$ cat src/dtc_pkg.sv
// Purpose: constants for the dual timer/counter block
// Assumes: APB byte address is four times the register index
// Notes: machine cycle is two core clocks
// Contract
// - timer function adds one per machine cycle while enabled
// - counter function adds one per falling edge on the count pin
// - count pin sampled once per machine cycle, high then low counts
// - new count appears in the machine cycle after the detected edge
// - at most one counted edge per four core clocks
// - source select bit 2 / bit 6: clear internal, set count pin
// - gate bit 3 / bit 7: run needs gate pin high when set
// - mode is aux bit plus two mode bits per timer
// - code 000 uses low byte as 5-bit prescaler
// - code 001 cascades both bytes into a 16-bit counter
// - code 010 reloads low byte from high byte on overflow
// - code 011 timer zero low byte uses timer zero controls
// - code 011 timer zero high byte counts machine cycles with timer one run and flag
// - timer one in code 011 stops and holds its count
// - optional toggle of the timer pin on every overflow
// - run bits control bit 4 and 6; hardware sets overflow flag
// - code 000 is 13 bits and flags rollover to zero
// - code 110 is PWM, 256 machine cycles, high byte sets low time
// - toggle pin starts high, works only with internal clocking
package dtc_pkg;
    localparam logic [7:0] IDX_CTRL    = 8'h88;
    localparam logic [7:0] IDX_MODE    = 8'h89;
    localparam logic [7:0] IDX_AUX     = 8'h8f;
    localparam logic [7:0] IDX_LOW0    = 8'h90;
    localparam logic [7:0] IDX_HIGH0   = 8'h91;
    localparam logic [7:0] IDX_LOW1    = 8'h92;
    localparam logic [7:0] IDX_HIGH1   = 8'h93;
    localparam logic [7:0] IDX_TOGGLE  = 8'h94;
    localparam logic [7:0] MODE_RESET  = 8'h00;
    localparam int         MODE_STRIDE = 4;
    localparam int         MODE_M0     = 0;
    localparam int         MODE_M1     = 1;
    localparam int         MODE_SEL    = 2;
    localparam int         MODE_GATE   = 3;
    localparam int         AUX_M2_0    = 0;
    localparam int         AUX_M2_1    = 4;
    localparam int         CTRL_RUN0   = 4;
    localparam int         CTRL_FLAG0  = 5;
    localparam int         CTRL_RUN1   = 6;
    localparam int         CTRL_FLAG1  = 7;
    localparam logic [2:0] CODE_PRESC  = 3'h0;
    localparam logic [2:0] CODE_WIDE   = 3'h1;
    localparam logic [2:0] CODE_RELOAD = 3'h2;
    localparam logic [2:0] CODE_SPLIT  = 3'h3;
    localparam logic [2:0] CODE_PWM    = 3'h6;
    localparam logic [4:0] PRESC_TOP   = 5'h1f;
    localparam logic [7:0] BYTE_TOP    = 8'hff;
    localparam logic [7:0] BYTE_ZERO   = 8'h00;
endpackage

$ cat src/dtc_timer.sv
// Purpose: two 8/16-bit timer/counters behind an APB slave
// Assumes: clk is the core clock; pins synchronous to clk
// Notes: unmapped addresses answer with pslverr, read zero
//
// The implementer's own choice: register access over APB.
`timescale 1ns/1ps
module dtc_timer
    import dtc_pkg::*;
(
    input  wire logic        clk,
    input  wire logic        nrst,
    input  wire logic        psel,
    input  wire logic        penable,
    input  wire logic        pwrite,
    input  wire logic [11:0] paddr,
    input  wire logic [31:0] pwdata,
    output logic      [31:0] prdata,
    output logic             pready,
    output logic             pslverr,
    input  wire logic        gatePinZero,
    input  wire logic        gatePinOne,
    input  wire logic        countPinZeroIn,
    input  wire logic        countPinOneIn,
    output logic             countPinZeroOut,
    output logic             countPinZeroOe,
    output logic             countPinOneOut,
    output logic             countPinOneOe
);
    typedef struct packed {
        logic [7:0]      mode;
        logic [1:0]      modeHigh;
        logic [1:0]      run;
        logic [1:0]      flag;
        logic [1:0]      toggleEn;
        logic [1:0][7:0] low;
        logic [1:0][7:0] high;
        logic            phase;
        logic [1:0]      sample;
        logic [1:0]      edgePend;
        logic [1:0]      toggleOut;
        logic [1:0]      pinOut;
        logic [1:0]      pinOe;
        logic [31:0]     rdata;
    } dtc_state_t;

    dtc_state_t st;
    dtc_state_t next_st;

    logic       setup;
    logic       access;
    logic       hit;
    logic [7:0] idx;
    logic [1:0] gatePin;
    logic [1:0] countPin;

    assign setup    = psel & ~penable;
    assign access   = psel & penable;
    assign idx      = paddr[9:2];
    assign hit      = (paddr[11:10] == 2'h0) && (paddr[1:0] == 2'h0) &&
                      (idx == IDX_CTRL || idx == IDX_MODE || idx == IDX_AUX ||
                       idx == IDX_LOW0 || idx == IDX_HIGH0 || idx == IDX_LOW1 ||
                       idx == IDX_HIGH1 || idx == IDX_TOGGLE);
    assign pready   = 1'b1;
    assign pslverr  = access & ~hit;
    assign prdata   = st.rdata;
    assign gatePin  = {gatePinOne, gatePinZero};
    assign countPin = {countPinOneIn, countPinZeroIn};
    assign countPinZeroOut = st.pinOut[0];
    assign countPinZeroOe  = st.pinOe[0];
    assign countPinOneOut  = st.pinOut[1];
    assign countPinOneOe   = st.pinOe[1];

    // one counting step for codes shared by both timers; {ovf, high, low}
    function automatic logic [16:0] step(
        input logic [2:0] code,
        input logic [7:0] lo,
        input logic [7:0] hi
    );
        logic [16:0] r;
        r = {1'b0, hi, lo};
        unique case (code)
            CODE_PRESC:
            begin
                r[4:0] = lo[4:0] + 5'h1;
                if (lo[4:0] == PRESC_TOP)
                begin
                    r[15:8] = hi + 8'h1;
                    r[16]   = (hi == BYTE_TOP);
                end
            end
            CODE_WIDE:
            begin
                r[15:0] = {hi, lo} + 16'h1;
                r[16]   = ({hi, lo} == 16'hffff);
            end
            CODE_RELOAD:
            begin
                r[7:0] = (lo == BYTE_TOP) ? hi : lo + 8'h1;
                r[16]  = (lo == BYTE_TOP);
            end
            CODE_PWM:
            begin
                r[7:0] = lo + 8'h1;
                r[16]  = (lo == BYTE_TOP);
            end
            default:
            begin
                r = {1'b0, hi, lo};
            end
        endcase
        return r;
    endfunction

    always_comb
    begin
        logic        tick;
        logic        wr;
        logic [1:0]  ovf;
        logic [1:0]  inc;
        logic [2:0]  code [2];
        logic [16:0] res;
        logic        split;
        tick    = st.phase;
        wr      = access & pwrite & hit;
        ovf     = 2'b00;
        inc     = 2'b00;
        res     = 17'h0;
        split   = 1'b0;
        code    = '{default: 3'h0};
        next_st = st;
        next_st.phase = ~st.phase;
        for (int n = 0; n < 2; n++)
        begin
            code[n] = {st.modeHigh[n],
                       st.mode[n*MODE_STRIDE+MODE_M1],
                       st.mode[n*MODE_STRIDE+MODE_M0]};
        end
        split = (code[0] == CODE_SPLIT);

        // machine-cycle sampling; the edge is counted one tick later
        if (tick)
        begin
            next_st.sample   = countPin;
            next_st.edgePend = st.sample & ~countPin;
        end

        for (int n = 0; n < 2; n++)
        begin
            inc[n] = tick && st.run[n] &&
                     (!st.mode[n*MODE_STRIDE+MODE_GATE] || gatePin[n]) &&
                     (st.mode[n*MODE_STRIDE+MODE_SEL] ? st.edgePend[n]
                                                       : 1'b1);
        end

        // timer zero
        if (split)
        begin
            if (inc[0])
            begin
                next_st.low[0] = st.low[0] + 8'h1;
                ovf[0]         = (st.low[0] == BYTE_TOP);
            end
            if (tick && st.run[1])
            begin
                next_st.high[0] = st.high[0] + 8'h1;
                ovf[1]          = (st.high[0] == BYTE_TOP);
            end
        end
        else if (inc[0])
        begin
            res             = step(code[0], st.low[0], st.high[0]);
            next_st.low[0]  = res[7:0];
            next_st.high[0] = res[15:8];
            ovf[0]          = res[16];
        end

        // timer one; its flag belongs to timer zero high byte in split mode
        if (inc[1] && code[1] != CODE_SPLIT)
        begin
            res             = step(code[1], st.low[1], st.high[1]);
            next_st.low[1]  = res[7:0];
            next_st.high[1] = res[15:8];
            if (!split)
            begin
                ovf[1] = res[16];
            end
        end

        // software writes; run bit writes leave the count alone
        if (wr)
        begin
            unique case (idx)
                IDX_CTRL:
                begin
                    next_st.run  = {pwdata[CTRL_RUN1], pwdata[CTRL_RUN0]};
                    next_st.flag = {pwdata[CTRL_FLAG1], pwdata[CTRL_FLAG0]};
                end
                IDX_MODE:   next_st.mode     = pwdata[7:0];
                IDX_AUX:    next_st.modeHigh = {pwdata[AUX_M2_1], pwdata[AUX_M2_0]};
                IDX_LOW0:   next_st.low[0]   = pwdata[7:0];
                IDX_HIGH0:  next_st.high[0]  = pwdata[7:0];
                IDX_LOW1:   next_st.low[1]   = pwdata[7:0];
                IDX_HIGH1:  next_st.high[1]  = pwdata[7:0];
                IDX_TOGGLE: next_st.toggleEn = pwdata[1:0];
                default:    next_st.toggleEn = st.toggleEn;
            endcase
        end

        for (int n = 0; n < 2; n++)
        begin
            // overflow set wins over a software clear in the same cycle
            if (ovf[n])
            begin
                next_st.flag[n] = 1'b1;
            end
            if (code[n] == CODE_PWM && !(n == 1 && split))
            begin
                // level is hardware owned: 00 forces high, ff forces low
                if (st.high[n] == BYTE_ZERO)
                begin
                    next_st.flag[n] = 1'b1;
                end
                else if (st.high[n] == BYTE_TOP)
                begin
                    next_st.flag[n] = 1'b0;
                end
                else
                begin
                    next_st.flag[n] = (st.low[n] >= st.high[n]);
                end
                next_st.pinOut[n] = next_st.flag[n];
                next_st.pinOe[n]  = 1'b1;
            end
            else
            begin
                // toggle idles high and needs internal clocking
                if (!st.toggleEn[n] || st.mode[n*MODE_STRIDE+MODE_SEL])
                begin
                    next_st.toggleOut[n] = 1'b1;
                end
                else if (ovf[n])
                begin
                    next_st.toggleOut[n] = ~st.toggleOut[n];
                end
                next_st.pinOut[n] = next_st.toggleOut[n];
                next_st.pinOe[n]  = st.toggleEn[n] & ~st.mode[n*MODE_STRIDE+MODE_SEL];
            end
        end

        // read data captured in setup so the access phase answers at once
        if (setup)
        begin
            next_st.rdata = 32'h0;
            if (hit)
            begin
                unique case (idx)
                    IDX_CTRL:
                    begin
                        next_st.rdata[CTRL_RUN0]  = st.run[0];
                        next_st.rdata[CTRL_FLAG0] = st.flag[0];
                        next_st.rdata[CTRL_RUN1]  = st.run[1];
                        next_st.rdata[CTRL_FLAG1] = st.flag[1];
                    end
                    IDX_MODE:
                    begin
                        next_st.rdata[7:0] = st.mode;
                    end
                    IDX_AUX:
                    begin
                        next_st.rdata[AUX_M2_0] = st.modeHigh[0];
                        next_st.rdata[AUX_M2_1] = st.modeHigh[1];
                    end
                    IDX_LOW0:   next_st.rdata[7:0] = st.low[0];
                    IDX_HIGH0:  next_st.rdata[7:0] = st.high[0];
                    IDX_LOW1:   next_st.rdata[7:0] = st.low[1];
                    IDX_HIGH1:  next_st.rdata[7:0] = st.high[1];
                    IDX_TOGGLE: next_st.rdata[1:0] = st.toggleEn;
                    default:    next_st.rdata = 32'h0;
                endcase
            end
        end
    end

    always_ff @(posedge clk or negedge nrst)
    begin
        if (!nrst)
        begin
            st           <= '0;
            st.mode      <= MODE_RESET;
            st.toggleOut <= 2'h3;
            st.pinOut    <= 2'h3;
        end
        else
        begin
            st <= next_st;
        end
    end
endmodule

$ cat config.mk
export PLATFORM = sky130hd
export DESIGN_NAME = dtc_timer
export DESIGN_NICKNAME = d
export VERILOG_FILES = /design/src/dtc_pkg.sv /design/src/dtc_timer.sv
export SDC_FILE = /design/constraint.sdc
export NUM_CORES = 1
export LEC_CHECK = 0
export BUFFER_PORTS_ARGS = -buffer_cell sky130_fd_sc_hd__buf_2
export CAP_MARGIN = 20
export CORE_MARGIN = 2
export CORE_UTILIZATION = 32
export CTS_BUF_LIST = sky130_fd_sc_hd__clkbuf_2
export DETAILED_ROUTE_END_ITERATION = 8
export PLACE_DENSITY = 0.51
export SLEW_MARGIN = 20
export SYNTH_ARGS = -nofsm -noshare
export SYNTH_HDL_FRONTEND = slang
export SYNTH_SLANG_ARGS = --single-unit
export TNS_END_PERCENT = 20
$ cat constraint.sdc
create_clock -name clk -period 3.6 [get_ports clk]
set_input_delay 0.54 -clock clk [delete_from_list [all_inputs] [get_ports clk]]
set_output_delay 0.54 -clock clk [all_outputs]
set_load 0.02 [all_outputs]
==> results of run 1 <==
## cell families after synthesis
kind of cell	count (synthesis)
adder cells (fa/ha/maj)	24
AO/OA/AOI/OAI	146
buffers and inverters	85
other	2
multiplexers	32
flip-flops	67
XOR/XNOR	21
AND/OR/NAND/NOR	201
## worst min-delay path by stage
stage / start / end / slack (ps) / depth (start not counted)
after floorplan: nrst / countPinOneOe$_DFF_PN0_ / 240 / 0
after global placement: prdata[3]$_DFFE_PN0P_ / prdata[3]$_DFFE_PN0P_ / 470 / 2
after detailed placement: prdata[0]$_DFFE_PN0P_ / prdata[0]$_DFFE_PN0P_ / 470 / 2
after CTS: countPinZeroIn / st[38]$_DFFE_PN0P_ / 70 / 2
after global routing: countPinOneIn / st[39]$_DFFE_PN0P_ / 50 / 2
final: countPinZeroIn / st[38]$_DFFE_PN0P_ / 120 / 2
## flip-flops by register name, summed over array words and instances (netlist names)
name and count:
countPinZeroOut 1, countPinOneOe 1, countPinOneOut 1, countPinZeroOe 1, st 55, prdata 8
## worst max-delay path: cells and delay by family (launching register included)
kind                     cells  cell delay, ps
adder cells (fa/ha/maj)      2             470
AND/OR/NAND/NOR              4             680
AO/OA/AOI/OAI                2             410
XOR/XNOR                     1             160
flip-flops                   1             540
multiplexers                 1             250
## placed cells by master, fill, tap and decap left out, drive strengths merged, types with 4 or more instances in the layout
| cell type | instances |
|---|---|
| nand3 | 15 |
| nand4 | 17 |
| inv | 29 |
| a22o | 6 |
| nor3 | 8 |
| nor2b | 12 |
| o21ai | 34 |
| clkinv | 4 |
| and3 | 11 |
| and4 | 7 |
| o31ai | 4 |
| conb | 25 |
| a221oi | 11 |
| dfrtp | 63 |
| mux2 | 19 |
| mux4 | 8 |
| nor2 | 30 |
| mux2i | 5 |
| o211ai | 5 |
| nand2 | 59 |
| clkbuf | 10 |
| xnor2 | 18 |
| a31oi | 5 |
| and2 | 6 |
| nor3b | 4 |
| dfstp | 4 |
| ha | 24 |
| a21o | 9 |
| a22oi | 4 |
| a21oi | 37 |
| nand2b | 12 |
| nor4 | 7 |
| buf | 43 |
## per-layer routing
metal / routed length (um) / part of all wire [%] / vias up / global-route usage (%)
met5: 0 / 0 / - / 0
met4: 329 / 2.1 / 0 / 5.616
met3: 900 / 5.6 / 24 / 4.614
met2: 7577 / 47 / 161 / 29.46
met1: 7158 / 45 / 2256 / 24.88
li1: - / - / 2121 / -
## final cells by class
class | count | share of cell area [%]
clock inverter | 6 | 0.5841
tap | 216 | 4.853
multi-input combinational | 449 | 57.16
clock buffer | 10 | 0.8987
sequential | 67 | 30.20
inverter | 29 | 1.955
timing repair buffer | 44 | 4.359
## through the flow
step                area [um2]  setup slack, ps
finish                    5569             1026
global route              5569            810.9
CTS                       5569             1037
detailed placement        5477            783.6
global placement          5477            764.8
floorplan                 5338             1514
## where the power goes
group	switching [mW]	total [mW]	internal (mW)
clock network	0.304	0.391	0.0861
logic	0.0843	0.117	0.0324
registers	0.00337	0.760	0.757
total	0.392	1.27	0.876
==> metrics.txt, run 1 <==
row count=between 40 and 50; fin util=34.93%; fill cell count=1679; Slew Limit Headroom=49.65%; post-route non-filler standard cell count=821; Pre-Repair DR Iteration Count=5; R2R Path Start=st[60]$_DFF_PN0_; CTS max path bufs=2; Avg Cell Area, Syn=9.085 um2; Layout Nets=677; DR iter-0 viols=420; Reg area=0.001682 mm2; crit path cell chain=ha_1, nand2_1, nor2_1, ha_1, nor2b_1, a41oi_1, o21ai_0, nand4_1, xnor2_1, mux2_2; CTS buffer count=9; Die H=132.1 um; Synth cell types=a little under 80; Req. time, crit path=approximately 4100 ps; status=completed; Adder-Cell Fraction of Synth Area=5.718%; grt ovf=0; peak supply drop=around 0.00012 V; Mapped Cells=578; HP Class=primary input to flip-flop; Vias=4562; num ports=91; ratio of cells with drive above 1 in the final layout=18.02%; Highest Clock Rate=388.6 MHz; Post-DRT Antenna Nets=0; EDFF count, synth=0; Worst-Margin Slew=roughly 750 ps; initial antenna violation count=0; top-count cell post-synth=dfrtp_1; main combinational cell family by area after synthesis=simple AND/OR/NAND/NOR gates; Final Power=1.268 mW; wire length per cell=around 20 um; Sum Neg Setup Slack=0 ps; Synth area leader=dfrtp_1; Initial Util=32.94%; R2R Setup Slk=between 1000 and 1500 ps; Post-Synth Simple-Gate Area=a little over a fifth; Leakage Power=roughly 2.4 nW; Worst Setup End Kind=flip-flop; Yosys top cell area share=30.02%; die area=about 0.017 mm2; commonest cells in the netlist=dfrtp_1, nand2_1, a21oi_1; clock-pin slew on the worst setup and hold paths=210 ps; Compound-Gate Fraction of Synth Area=19.42%; Synth area leaders=dfrtp_1, ha_1, buf_4; Worst Setup EP=st[50]$_DFF_PN0_; Residual DRC=0; xor and xnor fraction of the mapped netlist area=3.503%; CP max stage delay=around 540 ps; Final HPWL DP=12070 um; final setup violation count=0; DP Cell Count=804; #FFs+latches synth=67; Core Region=0.01594 mm2; IO buf count=41; Fin. Hold Viols=0; number of global-route vias before repair=4296; Min Hold Slack=119.1 ps; total number of yosys warnings=0; Routed WL=15970 um; first-pass GRT wire length=24920 um; # hold bufs at CTS=1; largest net degree at the start of global routing=42; Critical-path top delay cell=dfrtp_1; mux contribution to synthesized area=under 10%; clk sinks=67; Slew Viols, Final=0; # diodes=0; ys async rst share=100.0%; CP startpoint=st[60]$_DFF_PN0_; root buffer cell=clkbuf_2; area taken by multi-input logic gates=0.003183 mm2; WS Path Type=flip-flop to flip-flop; Netlist Area Pre-Place=around 0.0053 mm2; sequential share of the synthesized area=between 30% and 40%; die width=132.1 um; worst reg2reg endpoint=st[50]$_DFF_PN0_; Worst Setup Start Kind=flip-flop; Top FF cell, synth=dfrtp_1; Global Route Usage Sum=between 10% and 20%; CTS tree=done; setup bufs post-CTS=0; RSZ-0062 raised after global routing=no; maxcap violations=0; Final Cycle Share=71.49%; fin crit period=2574 ps; CP Max Fanout=6; Worst Path Arrival=a little over 3000 ps; Clock H-tree levels=3; power per standard cell area=227.6 mW/mm2; worst skew pair latency=slightly below 600 ps; reg2reg path depth=10; Area Overhead vs Synth=6.052%; Vias/cell=5.557; most used cell, CP=ha_1; setup skew after layout=22.02 ps; Routability Congestion=0.9143; post-CTS resize count=0
(Power assumes the default switching activity.)
==> inputs of run 2 (changes only) <==
--- a/config.mk
+++ b/config.mk
@@ -11,7 +11,7 @@
 export CORE_UTILIZATION = 32
 export CTS_BUF_LIST = sky130_fd_sc_hd__clkbuf_2
 export DETAILED_ROUTE_END_ITERATION = 8
-export PLACE_DENSITY = 0.51
+export PLACE_DENSITY = 0.53
 export SLEW_MARGIN = 20
 export SYNTH_ARGS = -nofsm -noshare
 export SYNTH_HDL_FRONTEND = slang
==> constraint.sdc (replaced) <==
create_clock -name clk -period 2.2 [get_ports clk]
set_input_delay 0.33 -clock clk [delete_from_list [all_inputs] [get_ports clk]]
set_output_delay 0.33 -clock clk [all_outputs]
set_load 0.02 [all_outputs]
==> metrics.txt, run 2 (synthesized netlist as in run 1, its figures left out) <==
status=completed; Critical-path top delay cell=dfrtp_1; CTS max path bufs=2 (unchanged); Worst Path Arrival=2620 ps (-460 ps); R2R Path Start=st[67]$_DFF_PN0_; peak supply drop=0.0003683 V (+210%); row count=46 (unchanged); setup skew after layout=22.13 ps (+0.1055 ps); clock-pin slew on the worst setup and hold paths=190 ps (-20 ps); most frequent cells in the layout=dfrtp_1, nand2_1, buf_4; final setup violation count=0 (unchanged); pre-CTS WS=-21.83 ps (-805.4 ps); die area=0.01745 mm2 (unchanged); worst reg2reg endpoint=st[72]$_DFF_PN0_; CP Buf/Inv Count=1 (+1); Clock H-tree levels=3 (unchanged); Worst Setup End Kind=flip-flop; Global Route Usage Sum=19.10% (+0.57 points); maxcap violations=0 (unchanged); Residual DRC=0 (unchanged); DR iter-0 viols=367 (-13%); # diodes=0 (unchanged); Vias/cell=5.414 (-2.6%); max FFs per register=55 (unchanged); Post-DRT Antenna Nets=0 (unchanged); first-pass GRT wire length=26160 um (+5.0%); Slew Viols, Final=0 (unchanged); Largest Register=st; Post-DP Area=0.005837 mm2 (+6.6%); Core Region=0.01594 mm2 (unchanged); CTS tree=done; Worst Setup EP=st[72]$_DFF_PN0_; Layout Nets=727 (+7.4%); IO buf count=41 (unchanged); Final Power=2.444 mW (+93%); Routability Congestion=0.8972 (-1.9%); commonest non-fill, non-tap cell in the layout=dfrtp_1; Initial Util=32.94% (unchanged); grt ovf=0 (unchanged); Worst path depth=8 (-2); CP max stage delay=420 ps (-120 ps); CP startpoint=st[67]$_DFF_PN0_; power per standard cell area=403.6 mW/mm2 (+77%); worst skew pair latency=570 ps (about the same); ratio of cells with drive above 1 in the final layout=25.19% (+7.2 points); WS Path Type=flip-flop to flip-flop; Worst Setup Start Kind=flip-flop; wire length per cell=18.80 um (-3.3%); design area=0.006056 mm2 (+8.7%); clk sinks=67 (unchanged); number of global-route vias before repair=4584 (+6.7%); Leakage Power=2.729 nW (+12%); Vias=4716 (+3.4%); reg2reg path depth=8 (-2); Area Overhead vs Synth=15.32%; Worst-Margin Slew=623.3 ps (-130.4 ps); CTS buffer count=9 (unchanged); R2R Setup Slk=70 ps (-950 ps); Final HPWL DP=12940 um (+7.2%); crit path cell chain=ha_1, buf_4, and4_1, nand2_1, a21boi_0, o41ai_1, a22oi_1, a21oi_1; HP Class=primary input to flip-flop; Slew Limit Headroom=58.36% (+8.7 points); fin crit period=2126 ps (-448.1 ps); crit-path leading delay family=compound AO/OA/AOI/OAI gates; Pre-Repair DR Iteration Count=4 (-1); largest net degree at the start of global routing=29 (-31%); Routed WL=16380 um (+2.6%); Die H=132.1 um (unchanged); final worst setup slack=74.43 ps (-951.9 ps); die width=132.1 um (unchanged); fill cell count=1652 (-1.6%); Fin. Hold Viols=0 (unchanged); Final Cycle Share=96.62% (+25 points); setup bufs post-CTS=0 (unchanged); Req. time, crit path=2700 ps (-1410 ps); root buffer cell=clkbuf_2; Highest Clock Rate=470.5 MHz (+21%); CP Max Fanout=5 (-1); num ports=91 (unchanged); RSZ-0062 raised after global routing=yes; initial antenna violation count=0 (unchanged)
run 2: cell types whose count changed in the layout (fill, tap and decap cells not counted), sizes merged:
cell,previous run,this run
clkinv,4,1
bufinv,0,3
buf,43,91
dlygate4sd3,1,3
run 2: power by group:
group / switching, mW / internal, mW
Sequential: 0.00428 / 1.24
Combinational: 0.141 / 0.0630
Clock: 0.501 / 0.495
run 2: layout make-up:
| type | count | area [um2] | area share [%] |
|---|---|---|---|
| multi-input cells | 449 | 3208 | 52.98 |
| flip-flops and latches | 67 | 1682 | 27.77 |
| repair buffers | 94 | 623.1 | 10.29 |
| well taps | 216 | 270.3 | 4.463 |
| clock inverters | 6 | 113.9 | 1.880 |
| inverters | 29 | 108.9 | 1.798 |
| clock buffers | 10 | 50.05 | 0.8264 |
run 2: stage by stage:
stage	instances	hold WS [ps]	util, %	TNS, ps
detailed placement	852	355.0	36.61	-21.83
finish	871	70.14	37.98	0
global placement	852	340.3	36.61	0
CTS	871	26.21	37.83	0
global route	871	23.32	37.98	-100.7
floorplan	601	34.41	-	0
run 2: worst min path at each step:
stage,start,end,slack (ps),depth (start not counted)
final,pwdata[1],st[76]$_DFFE_PN0P_,70,2
after global routing,pwdata[1],st[76]$_DFFE_PN0P_,20,2
after CTS,pwdata[1],st[76]$_DFFE_PN0P_,30,2
after detailed placement,nrst,countPinOneOe$_DFF_PN0_,360,1
after global placement,nrst,countPinOneOe$_DFF_PN0_,340,1
after floorplan,nrst,countPinOneOe$_DFF_PN0_,30,0
run 2: metal layers:
metal  track usage (%)  vias up  part of all wire (%)
li1                  -     2228                     -
met1             26.65     2318                    46
met2             30.56      155                    47
met3             3.652       15                   5.6
met4             4.529        0                   1.7
met5                 0        -                     0
run 2: timing repair:
item / CTS / global route
resized for setup: 1 / 7
pin swaps: 0 / 1
endpoints found under the hold margin: 24 / 0
setup endpoints to repair: 1 / 9
hold buffers: 3 / 0
==> inputs of run 3 (changes only) <==
--- a/config.mk
+++ b/config.mk
@@ -11,7 +11,7 @@
 export CORE_UTILIZATION = 32
 export CTS_BUF_LIST = sky130_fd_sc_hd__clkbuf_2
 export DETAILED_ROUTE_END_ITERATION = 8
-export PLACE_DENSITY = 0.53
+export PLACE_DENSITY_LB_ADDON = 0.3
 export SLEW_MARGIN = 20
 export SYNTH_ARGS = -nofsm -noshare
 export SYNTH_HDL_FRONTEND = slang
==> metrics.txt, run 3 (synthesized netlist as in run 1, its figures left out) <==
Slew Viols, Final=0 (unchanged); final setup violation count=0 (unchanged); RSZ-0062 raised after global routing=yes; row count=46 (unchanged); num ports=91 (unchanged); max FFs per register=55 (unchanged); clock-pin slew on the worst setup and hold paths=210 ps (+20 ps); DP Cell Count=852 (unchanged); clk sinks=67 (unchanged); Area Overhead vs Synth=15.23% (about the same); Routability Congestion=0.9321 (+3.9%); pre-CTS WS=74.05 ps (+95.88 ps); Largest Register=st; status=completed; switching share of total power=29.47% (+3.0 points); Fin. Hold Viols=0 (unchanged); Min Hold Slack=42.46 ps (-27.68 ps); CTS max path bufs=2 (unchanged); Worst-Margin Slew=653.0 ps (+29.68 ps); fin crit period=2094 ps (-31.30 ps); Clk pwr share=34.6% (-6.2 points); power per standard cell area=365.4 mW/mm2 (-9.4%); CP Max Fanout=3 (-2); Slew Limit Headroom=56.47% (-1.9 points); CTS buffer count=9 (unchanged); Initial Util=32.94% (unchanged); die width=132.1 um (unchanged); Die H=132.1 um (unchanged); Final Cycle Share=95.19% (-1.4 points); WS Path Type=flip-flop to flip-flop; power share of the sequential group=56.2% (+5.3 points); root buffer cell=clkbuf_2; Vias=4812 (+2.0%); fill cell count=1634 (-1.1%); most frequent cells in the layout=dfrtp_1, nand2_1, buf_4; Core Region=0.01594 mm2 (unchanged); Worst Setup Start Kind=flip-flop; IO buf count=41 (unchanged); setup skew after layout=36.53 ps (+14.40 ps); final worst setup slack=105.7 ps (+31.30 ps); Worst Setup End Kind=flip-flop; ratio of cells with drive above 1 in the final layout=25.84% (+0.65 points); combinational share of power=9.1% (+0.7 points); maxcap violations=0 (unchanged); # diodes=0 (unchanged); Vias/cell=5.506 (+1.7%); commonest non-fill, non-tap cell in the layout=dfrtp_1; worst skew pair latency=600 ps (+30 ps); Post-DRT Antenna Nets=0 (unchanged); Routed WL=16520 um (+0.84%); Final HPWL DP=12980 um (+0.35%); Sum Neg Setup Slack=0 ps (unchanged); internal power=1.560 mW (-13%); Clock H-tree levels=3 (unchanged); HP Class=primary input to flip-flop; largest net degree at the start of global routing=28 (-3.4%); die area=0.01745 mm2 (unchanged); Final Power=2.211 mW (-9.5%); Leakage Power=2.718 nW (-0.40%); CTS tree=done; Residual DRC=0 (unchanged); Highest Clock Rate=477.5 MHz (+1.5%); Pre-Repair DR Iteration Count=5 (+1); post-route non-filler standard cell count=874 (+0.34%); wire length per cell=18.90 um (+0.49%); Layout Nets=730 (+0.41%); Global Route Usage Sum=19.18% (+0.081 points); grt ovf=0 (unchanged); fin util=37.95% (about the same); DR iter-0 viols=467 (+27%); first-pass GRT wire length=26210 um (+0.19%); design area=0.006051 mm2 (about the same); Req. time, crit path=2690 ps (about the same); Net Switching=651.5 uW (+0.74%); Post-DP Area=0.005837 mm2 (unchanged); initial antenna violation count=0 (unchanged); peak supply drop=0.0002532 V (-31%); Worst Path Arrival=2580 ps (-40 ps); number of global-route vias before repair=4682 (+2.1%)
run 3: cell count changes in the layout (fill, tap and decap cells not counted), moves of 2 or more:
cell       before  now
ha_1           24   22
ha_2            0    2
buf_4          49   51
bufinv_16       3    1
clkinv_2        0    2
run 3: cell type report:
| class | count | area [um2] | share of cell area, % |
|---|---|---|---|
| Inverter | 29 | 108.9 | 1.799 |
| Tap cell | 216 | 270.3 | 4.467 |
| Clock buffer | 9 | 45.04 | 0.7444 |
| Sequential cell | 67 | 1683 | 27.81 |
| Multi-Input combinational cell | 449 | 3227 | 53.33 |
| Timing Repair Buffer | 97 | 648.1 | 10.71 |
| Clock inverter | 7 | 68.82 | 1.137 |
run 3: worst max-delay path, cell delays in order, from the launching register on:
cell and delay [ps]:
dfrtp_1 400, ha_2 200, nand2_2 80, nor2_2 120
ha_2 190, nor2b_4 150, a41oi_1 50, o21ai_1 230
nand4_1 160, xnor2_1 150, mux2_2 250
run 3: per-layer routing:
metal | up-vias | part of all wire (%) | wire length [um] | track usage (%)
li1 | 2229 | - | - | -
met1 | 2353 | 43 | 7182 | 25.80
met2 | 202 | 48 | 7941 | 31.71
met3 | 28 | 6.6 | 1095 | 3.422
met4 | 0 | 1.8 | 296 | 5.254
met5 | - | 0 | 0 | 0
run 3: final timing paths:
| kind | slack (ps) | from | end | cells past startpoint |
|---|---|---|---|---|
| min reg2reg | 500 | prdata[0]$_DFFE_PN0P_ | prdata[0]$_DFFE_PN0P_ | 2 |
| min | 40 | pwdata[1] | st[76]$_DFFE_PN0P_ | 2 |
| max in group asynchronous | 1240 | nrst | st[78]$_DFFE_PN0P_ | 3 |
| min in group asynchronous | 260 | nrst | st[84]$_DFFE_PN0P_ | 2 |
| max | 110 | st[60]$_DFF_PN0_ | st[50]$_DFF_PN0_ | 10 |
| max reg2reg | 110 | st[60]$_DFF_PN0_ | st[50]$_DFF_PN0_ | 10 |
run 3: power groups by stage:
stage	Sequential (mW)	Combinational (mW)	Clock, mW
floorplan	1.26	0.126	0
global placement	1.26	0.195	0
detailed placement	1.26	0.198	0
CTS	1.24	0.203	0.785
global route	1.25	0.220	0.839
finish	1.24	0.202	0.765
run 3: repair_timing:
item                                    4_1_cts  5_1_grt
hold buffers                                  4        0
hold endpoints to repair                     26        0
gates resized for setup                       0       14
setup buffers                                 0        2
endpoints found under the setup margin        0       11
